### src/core/fbo_pkg.sv
// Shared constants for the flag branch and bit operation unit
package fbo_pkg;

    // ------------------------------------------------------------
    // Bus geometry
    // ------------------------------------------------------------
    localparam int FBO_ADR_W = 10;      // Byte address width
    localparam int FBO_DAT_W = 32;      // Wishbone data width

    // ------------------------------------------------------------
    // Register byte offsets
    // ------------------------------------------------------------
    localparam logic [9:0] FBO_OFS_CMD = 10'h000;   // Instruction word
    localparam logic [9:0] FBO_OFS_PC = 10'h004;    // Program counter
    localparam logic [9:0] FBO_OFS_STAT = 10'h008;  // Status register
    localparam logic [9:0] FBO_OFS_STATE = 10'h00C; // Execution state
    localparam logic [2:0] FBO_REGION_GPR = 3'h1;   // 0x080..0x0FC
    localparam logic [2:0] FBO_REGION_IO = 3'h2;    // 0x100..0x17C

    // ------------------------------------------------------------
    // Instruction word fields
    // ------------------------------------------------------------
    localparam int FBO_CMD_W = 19;      // Stored instruction bits
    localparam int FBO_OP_LSB = 0;      // Operation code, 4 bits
    localparam int FBO_IDX_LSB = 4;     // Register or I/O index, 5 bits
    localparam int FBO_SEL_LSB = 9;     // Bit or flag select, 3 bits
    localparam int FBO_K_LSB = 12;      // Signed branch offset, 7 bits

    // ------------------------------------------------------------
    // Operation codes
    // ------------------------------------------------------------
    localparam logic [3:0] FBO_OP_NOP = 4'h0;
    localparam logic [3:0] FBO_OP_BR_H_SET = 4'h1;
    localparam logic [3:0] FBO_OP_BR_H_CLR = 4'h2;
    localparam logic [3:0] FBO_OP_BR_T_SET = 4'h3;
    localparam logic [3:0] FBO_OP_BR_T_CLR = 4'h4;
    localparam logic [3:0] FBO_OP_BR_V_SET = 4'h5;
    localparam logic [3:0] FBO_OP_BR_V_CLR = 4'h6;
    localparam logic [3:0] FBO_OP_BR_I_SET = 4'h7;
    localparam logic [3:0] FBO_OP_BR_I_CLR = 4'h8;
    localparam logic [3:0] FBO_OP_IO_SET = 4'h9;
    localparam logic [3:0] FBO_OP_IO_CLR = 4'hA;
    localparam logic [3:0] FBO_OP_SHL = 4'hB;
    localparam logic [3:0] FBO_OP_SHR = 4'hC;
    localparam logic [3:0] FBO_OP_ROT = 4'hD;
    localparam logic [3:0] FBO_OP_SWAP = 4'hE;
    localparam logic [3:0] FBO_OP_FLAG_SET = 4'hF;

    // ------------------------------------------------------------
    // Status register bit positions
    // ------------------------------------------------------------
    localparam int FBO_FLAG_C = 0;      // Carry
    localparam int FBO_FLAG_Z = 1;      // Zero
    localparam int FBO_FLAG_N = 2;      // Negative
    localparam int FBO_FLAG_V = 3;      // Overflow
    localparam int FBO_FLAG_H = 5;      // Half carry
    localparam int FBO_FLAG_T = 6;      // Transfer bit
    localparam int FBO_FLAG_I = 7;      // Global interrupt enable

    // ------------------------------------------------------------
    // Reset values and cycle counts
    // ------------------------------------------------------------
    localparam logic [15:0] FBO_PC_RST = 16'h0000;
    localparam logic [7:0] FBO_STAT_RST = 8'h00;
    localparam logic [7:0] FBO_BYTE_RST = 8'h00;
    localparam logic [1:0] FBO_CYC_ONE = 2'h1;
    localparam logic [1:0] FBO_CYC_TWO = 2'h2;

    // ------------------------------------------------------------
    // Address decode helpers
    // ------------------------------------------------------------
    function automatic logic fbo_in_region(input logic [9:0] adr,
                                           input logic [2:0] region);
        fbo_in_region = (adr[9:7] == region);
    endfunction

    function automatic logic [4:0] fbo_word_idx(input logic [9:0] adr);
        fbo_word_idx = adr[6:2];
    endfunction

endpackage

### src/core/fbo_branch_unit.sv
// Branch condition test and next program counter
`timescale 1ns/10ps
module fbo_branch_unit (
    // Decoded instruction
    input wire logic [3:0] op_in,
    input wire logic [6:0] k_in,
    // Core state
    input wire logic [7:0] stat_in,
    input wire logic [15:0] pc_in,
    // Results
    output logic is_branch_out,
    output logic taken_out,
    output logic [15:0] next_pc_out
);
    import fbo_pkg::*;

    logic [15:0] pc_inc; // Address of the following instruction
    logic [15:0] k_ext;  // Sign extended offset

    // Condition test per branch kind
    always_comb begin
        is_branch_out = 1'b1;
        taken_out = 1'b0;
        case (op_in)
            FBO_OP_BR_H_SET: taken_out = stat_in[FBO_FLAG_H];
            FBO_OP_BR_H_CLR: taken_out = ~stat_in[FBO_FLAG_H];
            FBO_OP_BR_T_SET: taken_out = stat_in[FBO_FLAG_T];
            FBO_OP_BR_T_CLR: taken_out = ~stat_in[FBO_FLAG_T];
            FBO_OP_BR_V_SET: taken_out = stat_in[FBO_FLAG_V];
            FBO_OP_BR_V_CLR: taken_out = ~stat_in[FBO_FLAG_V];
            FBO_OP_BR_I_SET: taken_out = stat_in[FBO_FLAG_I];
            FBO_OP_BR_I_CLR: taken_out = ~stat_in[FBO_FLAG_I];
            default: is_branch_out = 1'b0;
        endcase
    end

    always_comb begin
        pc_inc = pc_in + 16'h0001;
        k_ext = {{9{k_in[6]}}, k_in};
        next_pc_out = taken_out ? pc_inc + k_ext : pc_inc;
    end

endmodule

### src/core/fbo_bit_alu.sv
// Shift, rotate, swap, flag set and I/O bit results
`timescale 1ns/10ps
module fbo_bit_alu (
    // Decoded instruction
    input wire logic [3:0] op_in,
    input wire logic [2:0] sel_in,
    // Operands
    input wire logic [7:0] reg_in,
    input wire logic [7:0] io_in,
    input wire logic [7:0] stat_in,
    // Results
    output logic writes_reg_out,
    output logic [7:0] reg_out,
    output logic [7:0] io_out,
    output logic [7:0] stat_out
);
    import fbo_pkg::*;

    logic [7:0] mask;   // One-hot bit select
    logic carry;        // New carry for shifts
    logic shift_op;     // Shift or rotate in progress

    // Result and flag computation
    always_comb begin
        mask = 8'h01 << sel_in;
        writes_reg_out = 1'b1;
        reg_out = reg_in;
        carry = stat_in[FBO_FLAG_C];
        shift_op = 1'b1;
        stat_out = stat_in;
        case (op_in)
            FBO_OP_SHL: begin
                reg_out = {reg_in[6:0], 1'b0};
                carry = reg_in[7];
            end
            FBO_OP_SHR: begin
                reg_out = {1'b0, reg_in[7:1]};
                carry = reg_in[0];
            end
            FBO_OP_ROT: begin
                reg_out = {reg_in[6:0], stat_in[FBO_FLAG_C]};
                carry = reg_in[7];
            end
            FBO_OP_SWAP: begin
                reg_out = {reg_in[3:0], reg_in[7:4]};
                shift_op = 1'b0;
            end
            FBO_OP_FLAG_SET: begin
                writes_reg_out = 1'b0;
                shift_op = 1'b0;
                stat_out = stat_in | mask;
            end
            default: begin
                writes_reg_out = 1'b0;
                shift_op = 1'b0;
            end
        endcase
        // Shift flags: Z, C, N and V = N xor C
        if (shift_op) begin
            stat_out[FBO_FLAG_Z] = (reg_out == 8'h00);
            stat_out[FBO_FLAG_C] = carry;
            stat_out[FBO_FLAG_N] = reg_out[7];
            stat_out[FBO_FLAG_V] = reg_out[7] ^ carry;
        end
    end

    assign io_out = (op_in == FBO_OP_IO_SET) ? (io_in | mask)
                                             : (io_in & ~mask);

endmodule

### src/core/fbo_core.sv
// Flag branch and bit operation unit with Wishbone register access
// How it works
// - Half carry set branch jumps PC+k+1
// - Half carry clear branch jumps PC+k+1
// - Transfer bit branches jump, flags untouched
// - Overflow set/clear branches, flags untouched
// - Interrupt enable branches, flags untouched
// - I/O bit set, two cycles, flags kept
// - I/O bit clear, two cycles, flags kept
// - Shift left, zero in, ZCNV, one cycle
// - Shift right, zero in, ZCNV, one cycle
// - Rotate left through carry, ZCNV, one cycle
// - Swap nibbles, no flags, one cycle
// - Set selected status flag, one cycle
//
// The implementer's own choices: the register offsets and the Wishbone slave port.
`timescale 1ns/10ps
module fbo_core (
    // Clock and reset
    input wire logic CLK_SYS_IN,
    input wire logic RST_N_IN,
    // Wishbone slave
    input wire logic WB_CYC_IN,
    input wire logic WB_STB_IN,
    input wire logic WB_WE_IN,
    input wire logic [fbo_pkg::FBO_ADR_W-1:0] WB_ADR_IN,
    input wire logic [3:0] WB_SEL_IN,
    input wire logic [fbo_pkg::FBO_DAT_W-1:0] WB_DAT_IN,
    output logic [fbo_pkg::FBO_DAT_W-1:0] WB_DAT_OUT,
    output logic WB_ACK_OUT,
    // Execution status
    output logic BUSY_OUT
);
    import fbo_pkg::*;

    // ------------------------------------------------------------
    // Declarations
    // ------------------------------------------------------------
    typedef enum logic [1:0] {ST_IDLE, ST_EXEC1, ST_EXEC2} fbo_state_t;

    fbo_state_t state_q;                // Execution sequencer
    fbo_state_t state_d;                // Next sequencer state
    logic [FBO_CMD_W-1:0] cmd_q;        // Instruction being executed
    logic [15:0] pc_q;                  // Program counter
    logic [7:0] stat_q;                 // Status register
    logic [7:0] gpr_q [32];             // Working registers
    logic [7:0] io_q [32];              // I/O registers
    logic [7:0] io_hold_q;              // I/O result awaiting write
    logic [1:0] last_cyc_q;             // Cycles of last instruction
    logic last_taken_q;                 // Last branch was taken
    logic busy_q;                       // Sequencer not idle
    logic ack_q;                        // Bus acknowledge
    logic [31:0] rd_data_q;             // Registered read data

    logic bus_req;                      // New bus access this cycle
    logic bus_wr;                       // New write access
    logic bus_wr_idle;                  // Write allowed to core state
    logic cmd_go;                       // Instruction accepted
    logic [31:0] rd_data;               // Read multiplexer
    logic [4:0] bus_idx;                // Word index inside a region
    logic wr_gpr;                       // Write hits working registers
    logic wr_io;                        // Write hits I/O registers

    logic [3:0] op;                     // Operation code
    logic [4:0] idx;                    // Register or I/O index
    logic [2:0] bsel;                   // Bit or flag select
    logic [6:0] k;                      // Branch offset
    logic is_branch;                    // Operation is a branch
    logic taken;                        // Branch condition met
    logic [15:0] next_pc;               // Counter after this op
    logic alu_wr;                       // ALU writes a register
    logic [7:0] alu_reg;                // ALU register result
    logic [7:0] alu_io;                 // ALU I/O result
    logic [7:0] alu_stat;               // ALU status result
    logic two_cycle;                    // Op needs a second cycle

    // ------------------------------------------------------------
    // Instruction fields and execution units
    // ------------------------------------------------------------
    assign op = cmd_q[FBO_OP_LSB +: 4];
    assign idx = cmd_q[FBO_IDX_LSB +: 5];
    assign bsel = cmd_q[FBO_SEL_LSB +: 3];
    assign k = cmd_q[FBO_K_LSB +: 7];

    // Branch condition and target
    fbo_branch_unit u_branch (
        .op_in(op),
        .k_in(k),
        .stat_in(stat_q),
        .pc_in(pc_q),
        .is_branch_out(is_branch),
        .taken_out(taken),
        .next_pc_out(next_pc)
    );

    // Shift, swap, flag and I/O bit results
    fbo_bit_alu u_alu (
        .op_in(op),
        .sel_in(bsel),
        .reg_in(gpr_q[idx]),
        .io_in(io_q[idx]),
        .stat_in(stat_q),
        .writes_reg_out(alu_wr),
        .reg_out(alu_reg),
        .io_out(alu_io),
        .stat_out(alu_stat)
    );

    // ------------------------------------------------------------
    // Bus decode
    // ------------------------------------------------------------
    assign bus_req = WB_CYC_IN & WB_STB_IN & ~ack_q;
    assign bus_wr = bus_req & WB_WE_IN;
    assign bus_wr_idle = bus_wr & (state_q == ST_IDLE);
    assign cmd_go = bus_wr_idle & WB_SEL_IN[0]
                    & (WB_ADR_IN == FBO_OFS_CMD);
    assign bus_idx = fbo_word_idx(WB_ADR_IN);
    assign wr_gpr = bus_wr_idle & WB_SEL_IN[0]
                    & fbo_in_region(WB_ADR_IN, FBO_REGION_GPR);
    assign wr_io = bus_wr_idle & WB_SEL_IN[0]
                   & fbo_in_region(WB_ADR_IN, FBO_REGION_IO);

    // Bus acknowledge, one cycle after each new access
    always_ff @(posedge CLK_SYS_IN or negedge RST_N_IN) begin
        if (!RST_N_IN) begin
            ack_q <= 1'b0;
        end else begin
            ack_q <= bus_req;
        end
    end

    // Read multiplexer; unmapped addresses read as zero
    always_comb begin
        rd_data = 32'h00000000;
        if (WB_ADR_IN == FBO_OFS_CMD) begin
            rd_data[FBO_CMD_W-1:0] = cmd_q;
        end else if (WB_ADR_IN == FBO_OFS_PC) begin
            rd_data[15:0] = pc_q;
        end else if (WB_ADR_IN == FBO_OFS_STAT) begin
            rd_data[7:0] = stat_q;
        end else if (WB_ADR_IN == FBO_OFS_STATE) begin
            rd_data[3:0] = {last_taken_q, last_cyc_q, busy_q};
        end else if (fbo_in_region(WB_ADR_IN, FBO_REGION_GPR)) begin
            rd_data[7:0] = gpr_q[bus_idx];
        end else if (fbo_in_region(WB_ADR_IN, FBO_REGION_IO)) begin
            rd_data[7:0] = io_q[bus_idx];
        end
    end

    // Read data register, loaded with each new read
    always_ff @(posedge CLK_SYS_IN or negedge RST_N_IN) begin
        if (!RST_N_IN) begin
            rd_data_q <= 32'h00000000;
        end else if (bus_req & ~WB_WE_IN) begin
            rd_data_q <= rd_data;
        end
    end

    // ------------------------------------------------------------
    // Execution sequencer
    // ------------------------------------------------------------
    // taken branch or I/O bit set/clear needs second cycle
    assign two_cycle = (is_branch & taken)
                       | (op == FBO_OP_IO_SET) | (op == FBO_OP_IO_CLR);

    // Next state
    always_comb begin
        state_d = state_q;
        case (state_q)
            ST_IDLE: begin
                if (cmd_go) begin
                    state_d = ST_EXEC1;
                end
            end
            ST_EXEC1: begin
                state_d = two_cycle ? ST_EXEC2 : ST_IDLE;
            end
            ST_EXEC2: begin
                state_d = ST_IDLE;
            end
            default: state_d = ST_IDLE;
        endcase
    end

    // Sequencer and busy flag
    always_ff @(posedge CLK_SYS_IN or negedge RST_N_IN) begin
        if (!RST_N_IN) begin
            state_q <= ST_IDLE;
            busy_q <= 1'b0;
        end else begin
            state_q <= state_d;
            busy_q <= (state_d != ST_IDLE);
        end
    end

    // Instruction capture; ignored while executing
    always_ff @(posedge CLK_SYS_IN or negedge RST_N_IN) begin
        if (!RST_N_IN) begin
            cmd_q <= '0;
        end else if (cmd_go) begin
            cmd_q <= WB_DAT_IN[FBO_CMD_W-1:0];
        end
    end

    // Record of the last instruction's timing
    always_ff @(posedge CLK_SYS_IN or negedge RST_N_IN) begin
        if (!RST_N_IN) begin
            last_cyc_q <= 2'h0;
            last_taken_q <= 1'b0;
        end else if (state_q == ST_EXEC1) begin
            last_cyc_q <= two_cycle ? FBO_CYC_TWO : FBO_CYC_ONE;
            last_taken_q <= is_branch & taken;
        end
    end

    // ------------------------------------------------------------
    // Program counter
    // ------------------------------------------------------------
    // Every op advances; a taken branch loads the target
    always_ff @(posedge CLK_SYS_IN or negedge RST_N_IN) begin
        if (!RST_N_IN) begin
            pc_q <= FBO_PC_RST;
        end else if (state_q == ST_EXEC1) begin
            // target PC plus k plus one
            pc_q <= next_pc;
        end else if (bus_wr_idle & (WB_ADR_IN == FBO_OFS_PC)) begin
            if (WB_SEL_IN[0]) begin
                pc_q[7:0] <= WB_DAT_IN[7:0];
            end
            if (WB_SEL_IN[1]) begin
                pc_q[15:8] <= WB_DAT_IN[15:8];
            end
        end
    end

    // ------------------------------------------------------------
    // Status register
    // ------------------------------------------------------------
    // Branches, I/O bit ops and swap leave the flags as they are
    always_ff @(posedge CLK_SYS_IN or negedge RST_N_IN) begin
        if (!RST_N_IN) begin
            stat_q <= FBO_STAT_RST;
        end else if (state_q == ST_EXEC1) begin
            stat_q <= alu_stat;
        end else if (bus_wr_idle & WB_SEL_IN[0]
                     & (WB_ADR_IN == FBO_OFS_STAT)) begin
            stat_q <= WB_DAT_IN[7:0];
        end
    end

    // ------------------------------------------------------------
    // Working registers
    // ------------------------------------------------------------
    // Single-cycle shift, rotate and swap write back
    always_ff @(posedge CLK_SYS_IN or negedge RST_N_IN) begin
        if (!RST_N_IN) begin
            for (int i = 0; i < 32; i++) begin
                gpr_q[i] <= FBO_BYTE_RST;
            end
        end else if ((state_q == ST_EXEC1) & alu_wr) begin
            gpr_q[idx] <= alu_reg;
        end else if (wr_gpr) begin
            gpr_q[bus_idx] <= WB_DAT_IN[7:0];
        end
    end

    // ------------------------------------------------------------
    // I/O registers
    // ------------------------------------------------------------
    // Read-modify-write: modify in first cycle, write in second
    always_ff @(posedge CLK_SYS_IN or negedge RST_N_IN) begin
        if (!RST_N_IN) begin
            io_hold_q <= FBO_BYTE_RST;
        end else if (state_q == ST_EXEC1) begin
            io_hold_q <= alu_io;
        end
    end

    // I/O array write port
    always_ff @(posedge CLK_SYS_IN or negedge RST_N_IN) begin
        if (!RST_N_IN) begin
            for (int i = 0; i < 32; i++) begin
                io_q[i] <= FBO_BYTE_RST;
            end
        end else if ((state_q == ST_EXEC2) & ~is_branch) begin
            // set bit lands in cycle two
            // clear bit lands in cycle two
            io_q[idx] <= io_hold_q;
        end else if (wr_io) begin
            io_q[bus_idx] <= WB_DAT_IN[7:0];
        end
    end

    // ------------------------------------------------------------
    // Outputs
    // ------------------------------------------------------------
    assign WB_ACK_OUT = ack_q;
    assign WB_DAT_OUT = rd_data_q;
    assign BUSY_OUT = busy_q;

endmodule

### config.mk
export PLATFORM = sky130hd
export DESIGN_NAME = fbo_core
export DESIGN_NICKNAME = d
export VERILOG_FILES = /design/src/core/fbo_pkg.sv /design/src/core/fbo_branch_unit.sv /design/src/core/fbo_bit_alu.sv /design/src/core/fbo_core.sv
export SDC_FILE = /design/constraint.sdc
export NUM_CORES = 2
export LEC_CHECK = 0
export BUFFER_PORTS_ARGS = -buffer_cell sky130_fd_sc_hd__buf_2
export CORE_ASPECT_RATIO = 1.5
export CORE_MARGIN = 2
export CORE_UTILIZATION = 70
export CTS_BUF_LIST = sky130_fd_sc_hd__clkbuf_4
export CTS_CLUSTER_DIAMETER = 150
export DETAILED_ROUTE_END_ITERATION = 7
export GPL_TIMING_DRIVEN = 0
export PLACE_DENSITY = 0.88
export SETUP_SLACK_MARGIN = 0.1
export SKIP_CTS_REPAIR_TIMING = 1
export SLEW_MARGIN = 10
export SYNTH_ARGS = -nofsm -noshare
export SYNTH_HDL_FRONTEND = slang
export SYNTH_SLANG_ARGS = --single-unit
### constraint.sdc
create_clock -name CLK_SYS_IN -period 5.7 [get_ports CLK_SYS_IN]
set_input_delay 0.285 -clock CLK_SYS_IN [delete_from_list [all_inputs] [get_ports CLK_SYS_IN]]
set_output_delay 0.285 -clock CLK_SYS_IN [all_outputs]
set_load 0.02 [all_outputs]
==> results of run 1 <==
metrics by stage:
step / hold WS, ns / utilization (%) / TNS, ns / instance area (sq um) / instances
floorplan: -0.01059 / - / 0 / 37630 / 3846
CTS: -0.6273 / 76.41 / 0 / 40770 / 4840
global placement: 0.4659 / 72.56 / -4581.68 / 38710 / 4579
detailed placement: 0.3945 / 72.88 / 0 / 38880 / 4585
routing by layer:
layer / overflow / global-route usage [%]
met1: 17 / 82.53
met2: 598 / 97.39
met3: 32 / 71.60
met4: 369 / 82.78
met5: 8 / 37.75
cells by family after synthesis:
| kind of cell | count (synthesis) | synth area share (%) |
|---|---|---|
| AO/OA/AOI/OAI | 1324 | 22.28 |
| XOR/XNOR | 30 | 0.6991 |
| adder cells (fa/ha/maj) | 21 | 0.7191 |
| buffers and inverters | 390 | 5.014 |
| flip-flops | 589 | 39.22 |
| multiplexers | 439 | 18.46 |
| other | 1 | 0.009978 |
| AND/OR/NAND/NOR | 1040 | 13.60 |
==> impl_metrics.toml, run 1 <==
[status]
status = "aborted with a tool error"
failing_step = "global routing (5_1_grt)"
error_line = "[ERROR GRT-0116] Global routing finished with congestion. Check the congestion regions in the DRC Viewer."

[synthesis]
synth_edf_count = 0
yosys.cell_count.top_type = "dfrtp_1"
synthTopCellsByCount = "dfrtp_1, a21oi_1, a22oi_1, nand2_1, nor2_1"
ys_ff_latch = 589
synth_top_area_share_pct = 39.22
avgSynthCellArea_sq_um = 9.803
ys_types = 82
synth_area_sq_um = 37580
synthArstFlopShare_pct = 100.0
ys_top_cells_by_area = "dfrtp_1, mux4_2, a22oi_1"
yosysWarnings = 0
yosys.area.top_type = "dfrtp_1"
yosys_most_used_dff = "dfrtp_1"
seq_area_frac_synth_pct = 39.22
synthCells = 3834

[placed_design]
dp_hpwl_mm = 140.5
io_buffer_count = 44
place.gp.congestion = 1.349
post-place-ws_ns = 0.8030

[clock_tree]
htreeDepth = 4
ctsRootBufferMaster = "clkbuf_4"
cts.sinks = 589
cts_inserted_buffers = 145
cts_max_path_buffers = 3

[floorplan]
start_util_pct = 70.45
die_y_um = 287.8
rows = 104
die_w_um = 193.2
io_pins = 85

[grt]
first_global_vias = 44070
grt_pass1_wl_mm = 338.7
grt_overflow = 1024
grt_start_max_net_pins = 113
grt_use_total_pct = 83.27
==> run 2: changes to the inputs <==
--- a/config.mk
+++ b/config.mk
@@ -6,15 +6,11 @@
 export NUM_CORES = 2
 export LEC_CHECK = 0
 export BUFFER_PORTS_ARGS = -buffer_cell sky130_fd_sc_hd__buf_2
-export CORE_ASPECT_RATIO = 1.5
 export CORE_MARGIN = 2
-export CORE_UTILIZATION = 70
-export CTS_BUF_LIST = sky130_fd_sc_hd__clkbuf_4
-export CTS_CLUSTER_DIAMETER = 150
+export CORE_UTILIZATION = 40
 export DETAILED_ROUTE_END_ITERATION = 7
 export GPL_TIMING_DRIVEN = 0
-export PLACE_DENSITY = 0.88
-export SETUP_SLACK_MARGIN = 0.1
+export PLACE_DENSITY_LB_ADDON = 0.15
 export SKIP_CTS_REPAIR_TIMING = 1
 export SLEW_MARGIN = 10
 export SYNTH_ARGS = -nofsm -noshare
==> run 2 against run 1 <==
The flow now finishes, with violations (capacitance limit, slew limit); area after synthesis unchanged; synthesized cell count unchanged.
==> impl_metrics.toml, run 2 <==
[status]
status = "complete, but fails checks"
violations = "capacitance limit, slew limit"

[setup_path]
critPathKind = "register to register"
required_ns = 6.22
arrival_ns = 5.84
crit_path_cell_trace = "buf_4 > buf_6 > buf_8 > buf_6 > mux2i_1 > o22ai_1 > nor4_1 > and2_1 > o22ai_1 > nor2_1 > buf_2 > buf_4 > a21oi_1"
critical_path.max_stage_delay_ns = 1.00
path_max_fanout = 10
crit_slowest_cell = "nor4_1"
rrSetupSlack_ns = 0.38
reg2regPathDepth = 13
startpoint_type = "register"
worst_setup_path_end_kind = "register"

[clock_tree]
htreeDepth = 3
cts_tree = "done"
clkLatencyLatePin_ns = 0.68
ctsRootBufferMaster = "clkbuf_16"
path_clk_slew_ns = 0.06
cts_max_path_buffers = 3
cts.sinks = 589
cts_inserted_buffers = 74

[pwr]
clkPwrFrac_pct = 48.6
p_leak_nw = 16.59
p_seq_share_pct = 42.6
p_comb_share_pct = 8.9
ir_worst_vdd_mv = 0.2033
power.internal_w = 0.007261
power_density_nw_per_um2 = 237.6
power.switching_w = 0.002781
p_sw_share_pct = 27.69
total_power_w = 0.01004

[synthesis]
ys_top_cells_by_area = "dfrtp_1, mux4_2, a22oi_1"
synth_top_area_share_pct = 39.22
synthArstFlopShare_pct = 100.0
avgSynthCellArea_sq_um = 9.803
synth_area_sq_um = 37580
yosys_most_used_dff = "dfrtp_1"
synthTopCellsByCount = "dfrtp_1, a21oi_1, a22oi_1, nand2_1, nor2_1"
yosys.cell_count.top_type = "dfrtp_1"
yosys.area.top_type = "dfrtp_1"
ys_ff_latch = 589
ys_types = 82
synth_edf_count = 0
seq_area_frac_synth_pct = 39.22
yosysWarnings = 0
synthCells = 3834

[sta]
fin_tns_setup_ns = 0
finalHoldViolations = 0
final-max-slew-violation-count = 23
fmax_ghz = 0.1878
finalSetupViolCount = 0
clock_skew_ns = 0.04220
fin_ws_ns = 0.3756
finalCritPeriodShare_pct = 93.41
worst_hold_slack_ns = 0.01982
worstMarginPinSlew_ns = 1.523
relSlewSlack_pct = -1.524
period_minus_slack_ns = 5.324
rsz0062_at_grt = "false"

[floorplan]
die_w_um = 310.5
dieArea_sq_um = 96430
rows = 112
die_y_um = 310.5
core_area_sq_um = 93190
io_pins = 85
start_util_pct = 40.33

[routing]
wl_mm = 216.2
drc = 0
num_vias = 37490
first_pass_iters = 6
drt-vias-per-instance = 7.063
first_iter_violations = 6186
routedWlPerCell_um = 40.74
ant_nets = 0

[min_path]
whs_path_depth = 3
hp-class = "primary input to register"

[grt]
grt_use_total_pct = 43.82
grt_start_max_net_pins = 102
antenna_found_initial = 24
grt_overflow = 0
first_global_vias = 34650
grt_pass1_wl_mm = 293.1

[final_layout]
drive_above_1_share_pct = 17.68
reg_top3 = "gpr_q x256, io_q x256"
layout_common_cells = "dfrtp_1, a21oi_1, nand2_1, a22oi_1, nor2_1"
nets = 4061
final_common_cell = "dfrtp_1"
fill_cells = 9025
area_delta_synth_final_pct = 12.44

[placed_design]
place.gp.congestion = 1.086
post-place-ws_ns = 0.6705
dp_hpwl_mm = 157.6
io_buffer_count = 44

[run]
cap_violations = 4
run 2: cell counts after synthesis:
Identical to the previous run, type by type.
run 2: kinds of logic after synthesis:
logic type                 after synthesis  share of synthesized area [%]
DFF                                    589                          39.22
and+or+nand+nor                       1040                          13.60
xor gates and xnor gates                30                         0.6991
muxes                                  439                          18.46
buffers and inverters                  390                          5.014
AOI/OAI and AO/OA                     1324                          22.28
other                                    1                       0.009978
adders and majority gates               21                         0.7191
run 2: path summary, 6_finish.rpt:
check | end | from
min in group asynchronous | gpr_q[178]$_DFFE_PN0P_ | RST_N_IN
worst max register to register | gpr_q[229]$_DFFE_PN0P_ | cmd_q[4]$_DFFE_PN0P_
max in group asynchronous | io_q[69]$_DFFE_PN0P_ | RST_N_IN
worst min-delay path | BUSY_OUT$_DFF_PN0_ | WB_SEL_IN[0]
worst min register to register | WB_DAT_OUT[17]$_DFFE_PN0P_ | WB_DAT_OUT[17]$_DFFE_PN0P_
worst max-delay path | gpr_q[229]$_DFFE_PN0P_ | cmd_q[4]$_DFFE_PN0P_
run 2: layout make-up:
class | count | area (sq um) | share of cell area, %
Multi-Input combinational cell | 2867 | 21030 | 49.76
Sequential cell | 589 | 14740 | 34.88
Clock buffer | 105 | 2121 | 5.018
Buffer | 375 | 1848 | 4.373
Tap cell | 1254 | 1569 | 3.713
Timing Repair Buffer | 67 | 586.8 | 1.389
Clock inverter | 27 | 289.0 | 0.6839
Inverter | 15 | 56.30 | 0.1332
Antenna cell | 9 | 22.52 | 0.05329
run 2: power groups by stage:
stage | clock (W) | sequential, W | combinational, W
global placement | 0 | 0.00435 | 0.000811
detailed placement | 0 | 0.00435 | 0.000830
finish | 0.00488 | 0.00428 | 0.000889
global route | 0.00504 | 0.00428 | 0.000890
CTS | 0.00488 | 0.00427 | 0.000833
floorplan | 0 | 0.00436 | 0.000331
run 2: metal layers:
layer / GRT usage [%] / vias up / part of all wire [%]
li1: - / 14740 / -
met1: 59.48 / 18980 / 39
met2: 58.96 / 3066 / 40
met3: 19.09 / 682 / 15
met4: 21.68 / 22 / 6.0
met5: 0 / - / 0.096
run 2: critical path: cells and delay by family (launching register included):
| family | cells | cell delay (ns) |
|---|---|---|
| muxes | 1 | 0.53 |
| buffers and inverters | 6 | 1.86 |
| and+or+nand+nor | 3 | 2.06 |
| AOI/OAI and AO/OA | 3 | 0.35 |
| DFF | 1 | 0.32 |
run 2: per-stage QoR:
stage          instance area [sq um]  utilization (%)  instances
6_report                       42260            45.35       5308
5_1_grt                        42240            45.32       5299
4_1_cts                        42080            45.16       5284
3_5_place_dp                   39670            42.57       5152
3_3_place_gp                   39420            42.30       5144
2_1_floorplan                  37630                -       3846
Note: power is estimated with default switching activity, not from simulation.
